### src/pkg/rtc_port_pkg.sv
// Purpose: shared constants for the rtc host bus strobe and reset block
// Assumes: one 200 MHz clock, byte wide multiplexed host bus
// Notes: register byte map on the host bus and avalon map live here
package rtc_port_pkg;

    // ****************************************
    // host bus register map
    // ****************************************
    localparam logic [7:0] HB_CTRL_ADDR = 8'h0b;
    localparam logic [7:0] HB_FLAG_ADDR = 8'h0c;
    localparam logic [7:0] CTRL_RESET = 8'h00;
    localparam logic [7:0] FLAG_RESET = 8'h00;

    // control byte fields
    localparam int PER_IE_BIT = 6;
    localparam int ALM_IE_BIT = 5;
    localparam int UPD_IE_BIT = 4;
    localparam int SQW_EN_BIT = 3;

    // flag byte fields
    localparam int IRQ_FLAG_BIT = 7;
    localparam int PER_FLAG_BIT = 6;
    localparam int ALM_FLAG_BIT = 5;
    localparam int UPD_FLAG_BIT = 4;

    // ****************************************
    // avalon register map (byte addresses)
    // ****************************************
    localparam logic [3:0] AVS_CTRL = 4'h0;
    localparam logic [3:0] AVS_STAT = 4'h4;
    localparam logic [3:0] AVS_INT = 4'h8;
    localparam logic [3:0] AVS_MASK = 4'hc;

    // status word fields above the flag byte
    localparam int STAT_ACCESS_BIT = 8;
    localparam int STAT_STYLE_BIT = 9;
    localparam int STAT_POWER_BIT = 10;
    localparam int STAT_IRQ_BIT = 11;

    // sticky event bits
    localparam int EV_W = 4;
    localparam int EV_WR = 0;
    localparam int EV_RD = 1;
    localparam int EV_RST = 2;
    localparam int EV_IRQ = 3;
    localparam logic [EV_W-1:0] EV_RESET = 4'h0;

    // avalon answer states
    typedef enum logic [1:0] {
        AVS_IDLE = 2'b01,
        AVS_ANSWER = 2'b10
    } avs_state_e;

endpackage

### src/hw/bus_edge_track.sv
// Purpose: remembers last host strobe levels and reports their edges
// Assumes: strobes and bus are synchronous to i_mclk
// Notes: edge pulses are one cycle wide and combinational
`timescale 1ns/1ps
module bus_edge_track (
    input wire logic i_mclk,
    input wire logic i_rst,
    input wire logic i_as,
    input wire logic i_strobe,
    input wire logic i_rw,
    input wire logic [7:0] i_ad,
    output logic o_as_rise,
    output logic o_as_fall,
    output logic o_strobe_rise,
    output logic o_strobe_fall,
    output logic o_rw_rise,
    output logic o_rw_held,
    output logic [7:0] o_ad_held
);

    // ****************************************
    // previous levels
    // ****************************************
    logic as_reg, as_next;
    logic strobe_reg, strobe_next;
    logic rw_reg, rw_next;
    logic [7:0] ad_reg, ad_next;

    always_comb begin
        as_next = i_as;
        strobe_next = i_strobe;
        rw_next = i_rw;
        ad_next = i_ad;
    end

    always_ff @(posedge i_mclk or posedge i_rst) begin
        if (i_rst) begin
            as_reg <= 1'b0;
            strobe_reg <= 1'b0;
            rw_reg <= 1'b1;
            ad_reg <= 8'h00;
        end else begin
            as_reg <= as_next;
            strobe_reg <= strobe_next;
            rw_reg <= rw_next;
            ad_reg <= ad_next;
        end
    end

    // ****************************************
    // edge pulses
    // ****************************************
    always_comb begin
        o_as_rise = i_as & ~as_reg;
        o_as_fall = ~i_as & as_reg;
        o_strobe_rise = i_strobe & ~strobe_reg;
        o_strobe_fall = ~i_strobe & strobe_reg;
        o_rw_rise = i_rw & ~rw_reg;
        o_rw_held = rw_reg;
        o_ad_held = ad_reg;
    end

endmodule

### src/hw/rtc_bus_strobe_and_reset.sv
// Purpose: host bus strobe handling and reset actions of a real-time clock
// Assumes: host pins synchronous to i_mclk; events arrive as one-cycle pulses
// Notes: avalon slave exposes control, status, sticky events and a mask
//
// Notes on behaviour
// RQ1: bus_style_select high picks data-strobe style, low picks output-enable style.
// RQ2: in data-strobe style the host pulses the strobe high late in each cycle.
// RQ3: data-strobe style read drives the bus only while the strobe is high.
// RQ4: data-strobe style write data is taken on the strobe falling edge.
// RQ5: output-enable style read drives the bus only while the strobe is low.
// RQ6: reset never touches clock, calendar or general ram.
// RQ7: reset with good supply clears periodic, alarm and update interrupt enables.
// RQ8: reset with good supply clears periodic, alarm and request status flags.
// RQ9: reset with good supply releases the interrupt request pin.
// RQ10: bus reads and writes are ignored while reset is low.
// RQ11: reset with good supply clears the square wave enable.
// RQ12: host holds reset over 200 ms when used at power up.
// RQ13: power fail alone changes no control bit; only reset does.
// RQ14: address is latched on the address strobe falling edge.
// RQ15: output-enable style write data is taken on write line rising edge.
// RQ16: host clears a pending request by reading the flag register.
// RQ17: reset input is synchronised before any clearing acts.
//
// The implementer's own choices: the register addresses and the Avalon-MM slave port.
`timescale 1ns/1ps
module rtc_bus_strobe_and_reset
    import rtc_port_pkg::*;
(
    input wire logic i_mclk,
    input wire logic i_rst,
    input wire logic i_bus_style_select,
    input wire logic i_address_latch_strobe,
    input wire logic i_data_read_strobe,
    input wire logic i_read_write,
    input wire logic i_chip_select_n,
    input wire logic i_reset_n,
    input wire logic i_power_ok,
    input wire logic [7:0] i_ad,
    output logic [7:0] o_ad,
    output logic o_ad_oe,
    output logic o_irq_n_out,
    output logic o_irq_n_oe,
    output logic o_square_wave_enable,
    input wire logic i_periodic_event,
    input wire logic i_alarm_event,
    input wire logic i_update_event,
    input wire logic [3:0] i_avs_address,
    input wire logic i_avs_read,
    input wire logic i_avs_write,
    input wire logic [31:0] i_avs_writedata,
    output logic [31:0] o_avs_readdata,
    output logic o_avs_waitrequest,
    output logic o_irq
);

    // ****************************************
    // strobe edges
    // ****************************************
    logic as_rise, as_fall, strb_rise, strb_fall, rw_rise, rw_held;
    logic [7:0] ad_held;

    bus_edge_track u_edges (
        .i_mclk(i_mclk),
        .i_rst(i_rst),
        .i_as(i_address_latch_strobe),
        .i_strobe(i_data_read_strobe),
        .i_rw(i_read_write),
        .i_ad(i_ad),
        .o_as_rise(as_rise),
        .o_as_fall(as_fall),
        .o_strobe_rise(strb_rise),
        .o_strobe_fall(strb_fall),
        .o_rw_rise(rw_rise),
        .o_rw_held(rw_held),
        .o_ad_held(ad_held)
    );

    // ****************************************
    // reset input synchroniser
    // ****************************************
    logic rst_meta_reg, rst_sync_reg, rst_seen_reg;
    logic reset_active;

    always_ff @(posedge i_mclk or posedge i_rst) begin
        if (i_rst) begin
            rst_meta_reg <= 1'b0;
            rst_sync_reg <= 1'b0;
            rst_seen_reg <= 1'b0;
        end else begin
            rst_meta_reg <= i_reset_n;
            rst_sync_reg <= rst_meta_reg; // [RQ17]
            rst_seen_reg <= rst_sync_reg;
        end
    end

    // clears act only with good supply; power fail alone clears nothing
    always_comb begin
        reset_active = ~rst_sync_reg & i_power_ok; // [RQ13] [RQ17]
    end

    // ****************************************
    // host bus port
    // ****************************************
    logic [7:0] addr_reg, addr_next;
    logic addr_valid_reg, addr_valid_next;
    logic [7:0] ad_out_reg, ad_out_next;
    logic ad_oe_reg, ad_oe_next;
    logic access_ok, rd_win, rd_end, wr_take;
    logic [7:0] ctrl_reg, flag_reg;
    logic irq_flag;

    always_comb begin
        addr_next = addr_reg;
        addr_valid_next = addr_valid_reg;
        if (as_rise) begin
            addr_valid_next = 1'b0;
        end
        if (as_fall) begin
            addr_next = i_ad; // [RQ14]
            addr_valid_next = 1'b1;
        end
        // no access while reset is low, supply is bad or chip not selected
        access_ok = rst_sync_reg & i_power_ok & ~i_chip_select_n
            & addr_valid_reg; // [RQ10]
        if (i_bus_style_select) begin // [RQ1]
            rd_win = i_data_read_strobe & i_read_write; // [RQ3]
            rd_end = strb_fall & rw_held;
            wr_take = strb_fall & ~rw_held; // [RQ4]
        end else begin
            rd_win = ~i_data_read_strobe & i_read_write; // [RQ5]
            rd_end = strb_rise & rw_held;
            wr_take = rw_rise; // [RQ15]
        end
        rd_end = rd_end & access_ok;
        wr_take = wr_take & access_ok;
        ad_oe_next = rd_win & access_ok;
        case (addr_reg)
            HB_CTRL_ADDR: ad_out_next = ctrl_reg;
            HB_FLAG_ADDR: begin
                ad_out_next = flag_reg;
                ad_out_next[IRQ_FLAG_BIT] = irq_flag;
            end
            default: ad_out_next = 8'h00;
        endcase
    end

    always_ff @(posedge i_mclk or posedge i_rst) begin
        if (i_rst) begin
            addr_reg <= 8'h00;
            addr_valid_reg <= 1'b0;
            ad_out_reg <= 8'h00;
            ad_oe_reg <= 1'b0;
        end else begin
            addr_reg <= addr_next;
            addr_valid_reg <= addr_valid_next;
            ad_out_reg <= ad_out_next;
            ad_oe_reg <= ad_oe_next;
        end
    end

    // ****************************************
    // control, flags and request pin
    // ****************************************
    logic [7:0] ctrl_next, flag_next;
    logic irq_oe_reg, irq_oe_next;
    logic irq_flag_next;
    logic avs_take;
    logic avs_wr_ctrl;

    always_comb begin
        irq_flag = (flag_reg[PER_FLAG_BIT] & ctrl_reg[PER_IE_BIT])
            | (flag_reg[ALM_FLAG_BIT] & ctrl_reg[ALM_IE_BIT])
            | (flag_reg[UPD_FLAG_BIT] & ctrl_reg[UPD_IE_BIT]);
        ctrl_next = ctrl_reg;
        if (avs_wr_ctrl) begin
            ctrl_next = i_avs_writedata[7:0];
        end
        if (wr_take && addr_reg == HB_CTRL_ADDR) begin
            ctrl_next = ad_held;
        end
        flag_next = flag_reg;
        if (rd_end && addr_reg == HB_FLAG_ADDR) begin
            flag_next = FLAG_RESET; // [RQ16]
        end
        // a new event in the clearing cycle still sets its flag
        if (i_periodic_event) begin
            flag_next[PER_FLAG_BIT] = 1'b1;
        end
        if (i_alarm_event) begin
            flag_next[ALM_FLAG_BIT] = 1'b1;
        end
        if (i_update_event) begin
            flag_next[UPD_FLAG_BIT] = 1'b1;
        end
        // only these bits react to reset; time and ram sit elsewhere [RQ6]
        if (reset_active) begin
            ctrl_next[PER_IE_BIT] = 1'b0; // [RQ7]
            ctrl_next[ALM_IE_BIT] = 1'b0; // [RQ7]
            ctrl_next[UPD_IE_BIT] = 1'b0; // [RQ7]
            ctrl_next[SQW_EN_BIT] = 1'b0; // [RQ11]
            flag_next[PER_FLAG_BIT] = 1'b0; // [RQ8]
            flag_next[ALM_FLAG_BIT] = 1'b0; // [RQ8]
        end
        irq_flag_next = (flag_next[PER_FLAG_BIT] & ctrl_next[PER_IE_BIT])
            | (flag_next[ALM_FLAG_BIT] & ctrl_next[ALM_IE_BIT])
            | (flag_next[UPD_FLAG_BIT] & ctrl_next[UPD_IE_BIT]); // [RQ8]
        irq_oe_next = irq_flag_next & ~reset_active; // [RQ9]
    end

    always_ff @(posedge i_mclk or posedge i_rst) begin
        if (i_rst) begin
            ctrl_reg <= CTRL_RESET;
            flag_reg <= FLAG_RESET;
            irq_oe_reg <= 1'b0;
        end else begin
            ctrl_reg <= ctrl_next;
            flag_reg <= flag_next;
            irq_oe_reg <= irq_oe_next;
        end
    end

    // ****************************************
    // avalon slave and system interrupt
    // ****************************************
    avs_state_e avs_state_reg, avs_state_next;
    logic [31:0] rdata_reg, rdata_next;
    logic [EV_W-1:0] ev_reg, ev_next, ev_set;
    logic [EV_W-1:0] mask_reg, mask_next;
    logic sys_irq_reg, sys_irq_next;

    always_comb begin
        avs_state_next = avs_state_reg;
        rdata_next = rdata_reg;
        mask_next = mask_reg;
        avs_take = 1'b0;
        case (avs_state_reg)
            AVS_IDLE: begin
                if (i_avs_read || i_avs_write) begin
                    avs_state_next = AVS_ANSWER;
                end
                rdata_next = 32'h0000_0000;
                case (i_avs_address)
                    AVS_CTRL: rdata_next[7:0] = ctrl_reg;
                    AVS_STAT: begin
                        rdata_next[7:0] = flag_reg;
                        rdata_next[IRQ_FLAG_BIT] = irq_flag;
                        rdata_next[STAT_ACCESS_BIT] = rst_sync_reg;
                        rdata_next[STAT_STYLE_BIT] = i_bus_style_select;
                        rdata_next[STAT_POWER_BIT] = i_power_ok;
                        rdata_next[STAT_IRQ_BIT] = irq_oe_reg;
                    end
                    AVS_INT: rdata_next[EV_W-1:0] = ev_reg;
                    AVS_MASK: rdata_next[EV_W-1:0] = mask_reg;
                    default: rdata_next = 32'h0000_0000;
                endcase
            end
            AVS_ANSWER: begin
                avs_take = 1'b1;
                avs_state_next = AVS_IDLE;
                if (i_avs_write && i_avs_address == AVS_MASK) begin
                    mask_next = i_avs_writedata[EV_W-1:0];
                end
            end
            default: avs_state_next = AVS_IDLE;
        endcase
        avs_wr_ctrl = avs_take & i_avs_write & (i_avs_address == AVS_CTRL);
        ev_set = EV_RESET;
        ev_set[EV_WR] = wr_take;
        ev_set[EV_RD] = rd_end;
        ev_set[EV_RST] = rst_seen_reg & ~rst_sync_reg;
        ev_set[EV_IRQ] = irq_oe_next & ~irq_oe_reg;
        ev_next = ev_reg;
        // clear only the reported bits, so an event after the load is kept
        if (avs_take && i_avs_read && i_avs_address == AVS_INT) begin
            ev_next = ev_reg & ~rdata_reg[EV_W-1:0];
        end
        ev_next = ev_next | ev_set;
        sys_irq_next = |(ev_next & mask_next);
    end

    always_ff @(posedge i_mclk or posedge i_rst) begin
        if (i_rst) begin
            avs_state_reg <= AVS_IDLE;
            rdata_reg <= 32'h0000_0000;
            ev_reg <= EV_RESET;
            mask_reg <= EV_RESET;
            sys_irq_reg <= 1'b0;
        end else begin
            avs_state_reg <= avs_state_next;
            rdata_reg <= rdata_next;
            ev_reg <= ev_next;
            mask_reg <= mask_next;
            sys_irq_reg <= sys_irq_next;
        end
    end

    // ****************************************
    // outputs
    // ****************************************
    always_comb begin
        o_ad = ad_out_reg;
        o_ad_oe = ad_oe_reg;
        o_irq_n_out = 1'b0;
        o_irq_n_oe = irq_oe_reg;
        o_square_wave_enable = ctrl_reg[SQW_EN_BIT];
        o_avs_readdata = rdata_reg;
        o_avs_waitrequest = (avs_state_reg != AVS_ANSWER);
        o_irq = sys_irq_reg;
    end

endmodule

### config.mk
export PLATFORM = sky130hd
export DESIGN_NAME = rtc_bus_strobe_and_reset
export DESIGN_NICKNAME = d
export VERILOG_FILES = /design/src/pkg/rtc_port_pkg.sv /design/src/hw/bus_edge_track.sv /design/src/hw/rtc_bus_strobe_and_reset.sv
export SDC_FILE = /design/constraint.sdc
export NUM_CORES = 1
export LEC_CHECK = 0
export BUFFER_PORTS_ARGS = -buffer_cell sky130_fd_sc_hd__clkbuf_2
export CORE_MARGIN = 3
export CORE_UTILIZATION = 50
export CTS_CLUSTER_SIZE = 25
export DETAILED_ROUTE_END_ITERATION = 7
export HOLD_SLACK_MARGIN = 0.03
export PLACE_DENSITY_LB_ADDON = 0.08
export SYNTH_ARGS = -nofsm -noshare
export SYNTH_HDL_FRONTEND = slang
export SYNTH_SLANG_ARGS = --single-unit
### constraint.sdc
create_clock -name i_mclk -period 4.5 [get_ports i_mclk]
set_clock_uncertainty 0.1 [all_clocks]
set_input_delay 0 -clock i_mclk [delete_from_list [all_inputs] [get_ports i_mclk]]
set_output_delay 0 -clock i_mclk [all_outputs]
set_load 0.02 [all_outputs]
Yosys cells after proc, flatten, opt, wreduce, memory -nomap -nowiden
Index checks and enable logic that the tools add are counted.
{"block": "totals", "regBits": 67, "input_bits": 58, "out_inout_bits": 46, "word_cells": 109}
{"block": "op_classes", "n_eq_ne": 9, "mux": 23, "bitwise": 45, "reduce_logical": 11}
{"operator": "AND 1 bit", "n": 28}
{"operator": "2-to-1 mux 4 bit", "n": 5}
{"operator": "equality test 8 x 4 -> 1 bit (second input constant)", "n": 2}
{"operator": "2-to-1 mux 8 bit", "n": 2}
{"operator": "one-hot mux 8 bit (2 select lines)", "n": 1}
{"operator": "one-hot mux 4 bit (3 select lines)", "n": 1}
{"operator": "2-to-1 mux 1 bit", "n": 9}
{"operator": "NOT 1 bit", "n": 9}
{"operator": "AND 4 bit", "n": 2}
{"operator": "equality test 4 bit (second input constant)", "n": 2}
{"operator": "one-hot mux 4 bit (2 select lines)", "n": 1}
{"operator": "2-to-1 mux 7 bit", "n": 1}
{"operator": "2-to-1 mux 2 bit", "n": 3}
{"operator": "logical AND 1 bit", "n": 5}
{"operator": "equality test 4 x 3 -> 1 bit (second input constant)", "n": 1}
{"operator": "zero test 4 bit", "n": 1}
{"operator": "inequality test 2 bit (second input constant)", "n": 2}
{"operator": "NOT 4 bit", "n": 1}
{"operator": "OR 1 bit", "n": 4}
{"operator": "OR 4 bit", "n": 1}
{"operator": "nonzero test 2 bit", "n": 2}
{"operator": "OR reduction 4 bit", "n": 1}
{"operator": "nonzero test 3 bit", "n": 1}
{"operator": "equality test 2 x 1 -> 1 bit (second input constant)", "n": 1}
{"operator": "2 further kinds", "n": 2}

Logic depth before layout (Yosys ltp)
{"block": "depth", "ltp_word": 17, "ltp_mapped": 7}

Cells and area by module
A second synthesis with hierarchy kept.
{"block": "unflattened", "cells_unflattened": 274, "hier_area_um2": 3011.6}
{"module": "rtc_bus_strobe_and_reset", "instances": 1, "cells_each": 257, "area_per_inst_um2": 2690.1, "seq_area_each_um2": 1402.6}
{"module": "bus_edge_track", "instances": 1, "cells_each": 17, "area_per_inst_um2": 321.6, "seq_area_each_um2": 276.5}

Worst setup path after synthesis
OpenSTA, ideal clock, no wires.
{"block": "synth_timing", "path_kind": "register to register", "startpoint": "register u_edges.strobe_reg", "endpoint": "register sys_irq_reg, in the netlist o_irq", "arrival_time_ns": 1.814, "required_ns": 4.266, "setup_slack_ns": 2.452, "path_stages_with_launch": 7, "period_less_slack_ns": 2.048, "path_cell_list": "dfrtp_1 -> or3b_1 -> a211o_1 -> o21a_1 -> o2111a_1 -> nor4b_2 -> o21ai_1"}
{"block": "synth_between", "elab_chain_len": 17, "word_cells_on_any_way": 29, "cone_classes": "mux: 9; bitwise: 17; reduce/logical: 3"}
{"element": "from (decl)", "line": "bus_edge_track.sv:25", "rtl": "logic strobe_reg, strobe_next;"}
{"element": "from (signal assigned)", "line": "bus_edge_track.sv:44", "rtl": "strobe_reg <= strobe_next;"}
{"element": "NOT 1 bit", "line": "bus_edge_track.sv:56", "rtl": "o_strobe_rise = i_strobe & ~strobe_reg;"}
{"element": "AND 1 bit", "line": "bus_edge_track.sv:56"}
{"element": "AND 1 bit", "line": "rtc_bus_strobe_and_reset.sv:131", "rtl": "rd_end = strb_rise & rw_held;"}
{"element": "2-to-1 mux 1 bit", "line": "rtc_bus_strobe_and_reset.sv:125", "rtl": "if (i_bus_style_select) begin"}
{"element": "AND 1 bit", "line": "rtc_bus_strobe_and_reset.sv:134", "rtl": "rd_end = rd_end & access_ok;"}
{"element": "logical AND 1 bit", "line": "rtc_bus_strobe_and_reset.sv:182", "rtl": "if (rd_end && addr_reg == HB_FLAG_ADDR) begin"}
{"element": "2-to-1 mux 7 bit", "line": "rtc_bus_strobe_and_reset.sv:182"}
{"element": "2-to-1 mux 1 bit (on tied branches)", "line": "rtc_bus_strobe_and_reset.sv:186, rtc_bus_strobe_and_reset.sv:189"}
{"element": "(+2 left out)"}
{"element": "OR 1 bit", "line": "rtc_bus_strobe_and_reset.sv:205", "rtl": "| (flag_next[ALM_FLAG_BIT] & ctrl_next[ALM_IE_BIT])"}
{"element": "OR 1 bit", "line": "rtc_bus_strobe_and_reset.sv:206", "rtl": "| (flag_next[UPD_FLAG_BIT] & ctrl_next[UPD_IE_BIT]);"}
{"element": "AND 1 bit", "line": "rtc_bus_strobe_and_reset.sv:207", "rtl": "irq_oe_next = irq_flag_next & ~reset_active;"}
{"element": "AND 1 bit", "line": "rtc_bus_strobe_and_reset.sv:271", "rtl": "ev_set[EV_IRQ] = irq_oe_next & ~irq_oe_reg;"}
{"element": "OR 4 bit (*)", "line": "rtc_bus_strobe_and_reset.sv:277", "rtl": "ev_next = ev_next | ev_set;"}
{"element": "AND 4 bit (*)", "line": "rtc_bus_strobe_and_reset.sv:278", "rtl": "sys_irq_next = |(ev_next & mask_next);"}
{"element": "OR reduction 4 bit (*)", "line": "rtc_bus_strobe_and_reset.sv:278"}
{"element": "named net sys_irq_next", "line": "rtc_bus_strobe_and_reset.sv:229", "rtl": "logic sys_irq_reg, sys_irq_next;"}
{"element": "to (signal assigned)", "line": "rtc_bus_strobe_and_reset.sv:293", "rtl": "sys_irq_reg <= sys_irq_next;"}
{"element": "to (decl)", "line": "rtc_bus_strobe_and_reset.sv:229"}
Mark *: on every way through the listed nets, which the timed path passes. The rest lies on a longest branch.
A chain may end at the register's enable or synchronous reset.

Worst setup path in the final report
{"block": "layout_timing", "startpoint": "register rst_sync_reg", "endpoint": "register sys_irq_reg, in the netlist o_irq"}
{"block": "layout_between", "elab_chain_len": 16, "word_cells_on_any_way": 28, "cone_classes": "mux: 7; bitwise: 18; reduce/logical: 3"}
{"element": "from (decl)", "line": "rtc_bus_strobe_and_reset.sv:81", "rtl": "logic rst_meta_reg, rst_sync_reg, rst_seen_reg;"}
{"element": "from (signal assigned)", "line": "rtc_bus_strobe_and_reset.sv:91", "rtl": "rst_sync_reg <= rst_meta_reg;"}
{"element": "AND 1 bit (2 in a row)", "line": "rtc_bus_strobe_and_reset.sv:123", "rtl": "access_ok = rst_sync_reg & i_power_ok & ~i_chip_select_n"}
{"element": "AND 1 bit", "line": "rtc_bus_strobe_and_reset.sv:124", "rtl": "& addr_valid_reg;"}
{"element": "AND 1 bit", "line": "rtc_bus_strobe_and_reset.sv:134"}
{"element": "logical AND 1 bit", "line": "rtc_bus_strobe_and_reset.sv:182"}
{"element": "2-to-1 mux 7 bit", "line": "rtc_bus_strobe_and_reset.sv:182"}
{"element": "2-to-1 mux 1 bit (on tied branches)", "line": "rtc_bus_strobe_and_reset.sv:186, rtc_bus_strobe_and_reset.sv:189"}
{"element": "2-to-1 mux 2 bit", "line": "rtc_bus_strobe_and_reset.sv:196", "rtl": "if (reset_active) begin"}
{"element": "AND 1 bit (on tied branches)", "line": "rtc_bus_strobe_and_reset.sv:204, rtc_bus_strobe_and_reset.sv:205"}
{"element": "OR 1 bit", "line": "rtc_bus_strobe_and_reset.sv:205"}
{"element": "OR 1 bit", "line": "rtc_bus_strobe_and_reset.sv:206"}
{"element": "AND 1 bit", "line": "rtc_bus_strobe_and_reset.sv:207"}
{"element": "AND 1 bit", "line": "rtc_bus_strobe_and_reset.sv:271"}
{"element": "OR 4 bit (*)", "line": "rtc_bus_strobe_and_reset.sv:277"}
{"element": "AND 4 bit (*)", "line": "rtc_bus_strobe_and_reset.sv:278"}
{"element": "OR reduction 4 bit (*)", "line": "rtc_bus_strobe_and_reset.sv:278"}
{"element": "named net sys_irq_next", "line": "rtc_bus_strobe_and_reset.sv:229"}
Marks and branches as above.

==> results.toml <==
[global_route]
grt_max_degree = 68
overflow = 0
antenna_found_initial = 0
track_usage_pct = 19.3
grt_pass1_vias = 2165
grt_first_pass_wirelength_microns = 10500

[clocking]
cts.clk_slew.worst_paths_ns = 0.07
cts_buffers = 9
hold_buffers = 28
clock_path_buffers = 2
cts_setup_buffers = 0
post_cts_resized = 0
cts.root.buffer_cell = "clkbuf_8"
clkSinkCount = 67
cts.htree.levels = 3
cts_tree = "built"
insertion_delay_ns = 0.34

[yosys]
avgSynthCellArea_sq_um = 11.4
synth_largest_area_cell = "dfrtp_1"
ys_types = 52
ys_top_cells_by_area = "dfrtp_1, mux2_2, buf_4"
ys_ff_latch = 67
syn_area_sq_um = 2980
synth-edff-count = 0
synth_ff_type = "dfrtp_1"
synth_top_cell_area_share_pct = 54.5
synth_warnings = 0
ys_seq_area_share_pct = 56.3
postSynthCellCount = 261
async_reset_ff_share_pct = 100

[final_layout]
areaGrowthSynthToFinish_pct = 24.4
nFillCells = 466
drive_gt1_share_pct = 27.5
layout_commonest_cell = "dfrtp_1"
num_antenna_cells = 0
largest_register_ff_count = 12
num-nets-final = 411
mostFrequentLayoutCells = "dfrtp_1, clkbuf_2, nand2_1, dlygate4sd3_1, conb_1"
layout.cells.non_filler = 429

[worst_setup_path]
crit_type = "register to register"
critPathLaunchType = "register"
regToRegSetupSlack_ns = 2.07
cp_slowest_cell = "a211oi_1"
critPathMaxFanout = 5
cp_slowest_stage_delay_ns = 0.80
arrival_ns = 2.60
timing.rr.start = "rst_sync_reg"
rr_worst_depth = 6
reg2reg_to = "o_irq"
endpoint_kind = "register"
path_cells = "nand4b_1 -> a211oi_1 -> a221oi_2 -> a2111oi_4 -> nor4b_2 -> o21ai_1"
crit_required_ns = 4.67

[timing]
hold_viol_final = 0
max_freq_ghz = 0.411
finalWorstSetupSlack_ns = 2.07
rsz0062_at_grt = "no"
slew_viol_final = 0
finalSetupViolCount = 0
max_slew_margin_pct = 39.0
tns_ns = 0
worst_slew_pin_slew_ns = 0.910
finalCritPeriodShare_pct = 54.1
holdWs_ns = 0.0349
min_period_ns = 2.43

[power]
power.share.clock_pct = 31.2
ir_drop_mv = 0.221
cellLeakagePower_uw = 0.00176
p_sw_share_pct = 29.1
power_density_nw_per_um2 = 384
p_seq_share_pct = 50.4
power.switching_uw = 415
p_int_uw = 1010
combinationalPowerShare_pct = 18.4

[detailed_routing]
num_vias = 2225
routed_wl_microns = 6290
wl_per_cell_microns = 14.7
drcViolationCount = 0
via_per_inst = 5.19
dr.pass1.iters = 6
drtAntennaViolNets = 0
drt-initial-drc-count = 100

[place]
portBuffers = 58
dp_cells = 385
place_ws_ns = 2.01
gp_congestion = 0.811
dp_hpwl_microns = 4560

[floorplanning]
io_pins = 104
start_util_pct = 52.9
num_rows = 27
dieArea_sq_um = 6930
die_y_microns = 83.3
core_area_sq_um = 5640
die_x_microns = 83.3

[min_path]
holdPathEnd = "o_avs_readdata[1]"
worstHoldStart = "i_avs_address[0]"
min_path_cells = 3
worstHoldPathType = "input port to register"

[job]
max_cap_viol_count = 0

[outcome]
status = "finished, final reports clean"
[per-stage QoR]
stage                     util [%]  area (sq um)  power, uW
after global placement        57.8          3260        967
after detailed placement      57.8          3260        974
final                         65.8          3710       1420
after CTS                     65.8          3710       1440
after floorplan                  -          3060        911
after global routing          65.8          3710       1500
[cells by family after synthesis]
family | synth area share (%)
simple gates | 16.6
compound gates | 12.6
buf+inv | 7.21
mux | 6.41
fa+ha+maj | 0.419
xor+xnor | 0.294
other cells | 0.126
flops | 56.3
[cell type report]
class	instances	area [sq um]	share of cell area, %
Clock buffer	16	170	4.58
Inverter	8	30.0	0.809
Multi-Input combinational cell	179	1160	31.4
Sequential cell	67	1680	45.2
Tap cell	72	90.1	2.43
Timing Repair Buffer	87	578	15.6
[layer usage]
layer  share of wire (%)  global-route usage, %
met1                  47                   26.4
met2                  46                   29.3
met3                 6.1                   4.76
met4                 1.6                   8.47
met5                   0                      0
[cells in the mapped netlist (2+ instances only)]
library cell and instances:
buf_4 22, nor3_1 3, o21ai_1 10, o21ai_0 7, nand4b_1 2, a22o_1 4
a22oi_1 7, o21a_1 2, a211o_1 2, nand4_1 2, dfrtp_1 65, nor2b_1 2
and3_1 5, nand2b_1 3, dfstp_2 2, and2_1 5, a31oi_1 4, a222oi_1 2
clkbuf_1 4, a21oi_1 2, and4_1 3, nor2_1 12, or3_1 3, nand2_1 35
a221o_1 2, mux2_2 17, inv_1 8, o2111a_1 2
[critical path: cells and delay by family (launching register included)]
family	cells	cell delay [ns]
AND/OR/NAND/NOR	2	0.29
flip-flops	1	0.44
AO/OA/AOI/OAI	4	1.54
[how the worst max path moves through the flow]
| stage | startpoint | end | slack, ns | cells past startpoint |
|---|---|---|---|---|
| final | rst_sync_reg | o_irq | 2.07 | 6 |
| after global routing | rst_sync_reg | o_irq | 1.81 | 6 |
| after CTS | rst_sync_reg | o_irq | 1.99 | 6 |
| after detailed placement | rst_sync_reg | o_irq | 2.01 | 6 |
| after global placement | rst_sync_reg | o_irq | 2.03 | 6 |
| after floorplan | u_edges.strobe_reg | o_irq | 2.45 | 6 |
[power by group through the flow]
stage | combinational, uW | clock, uW | sequential (uW)
final | 262 | 444 | 718
after global routing | 291 | 485 | 726
after CTS | 264 | 453 | 718
after detailed placement | 245 | 0 | 729
after global placement | 241 | 0 | 726
after floorplan | 177 | 0 | 735
No activity file was read; power rests on OpenSTA's default activity.
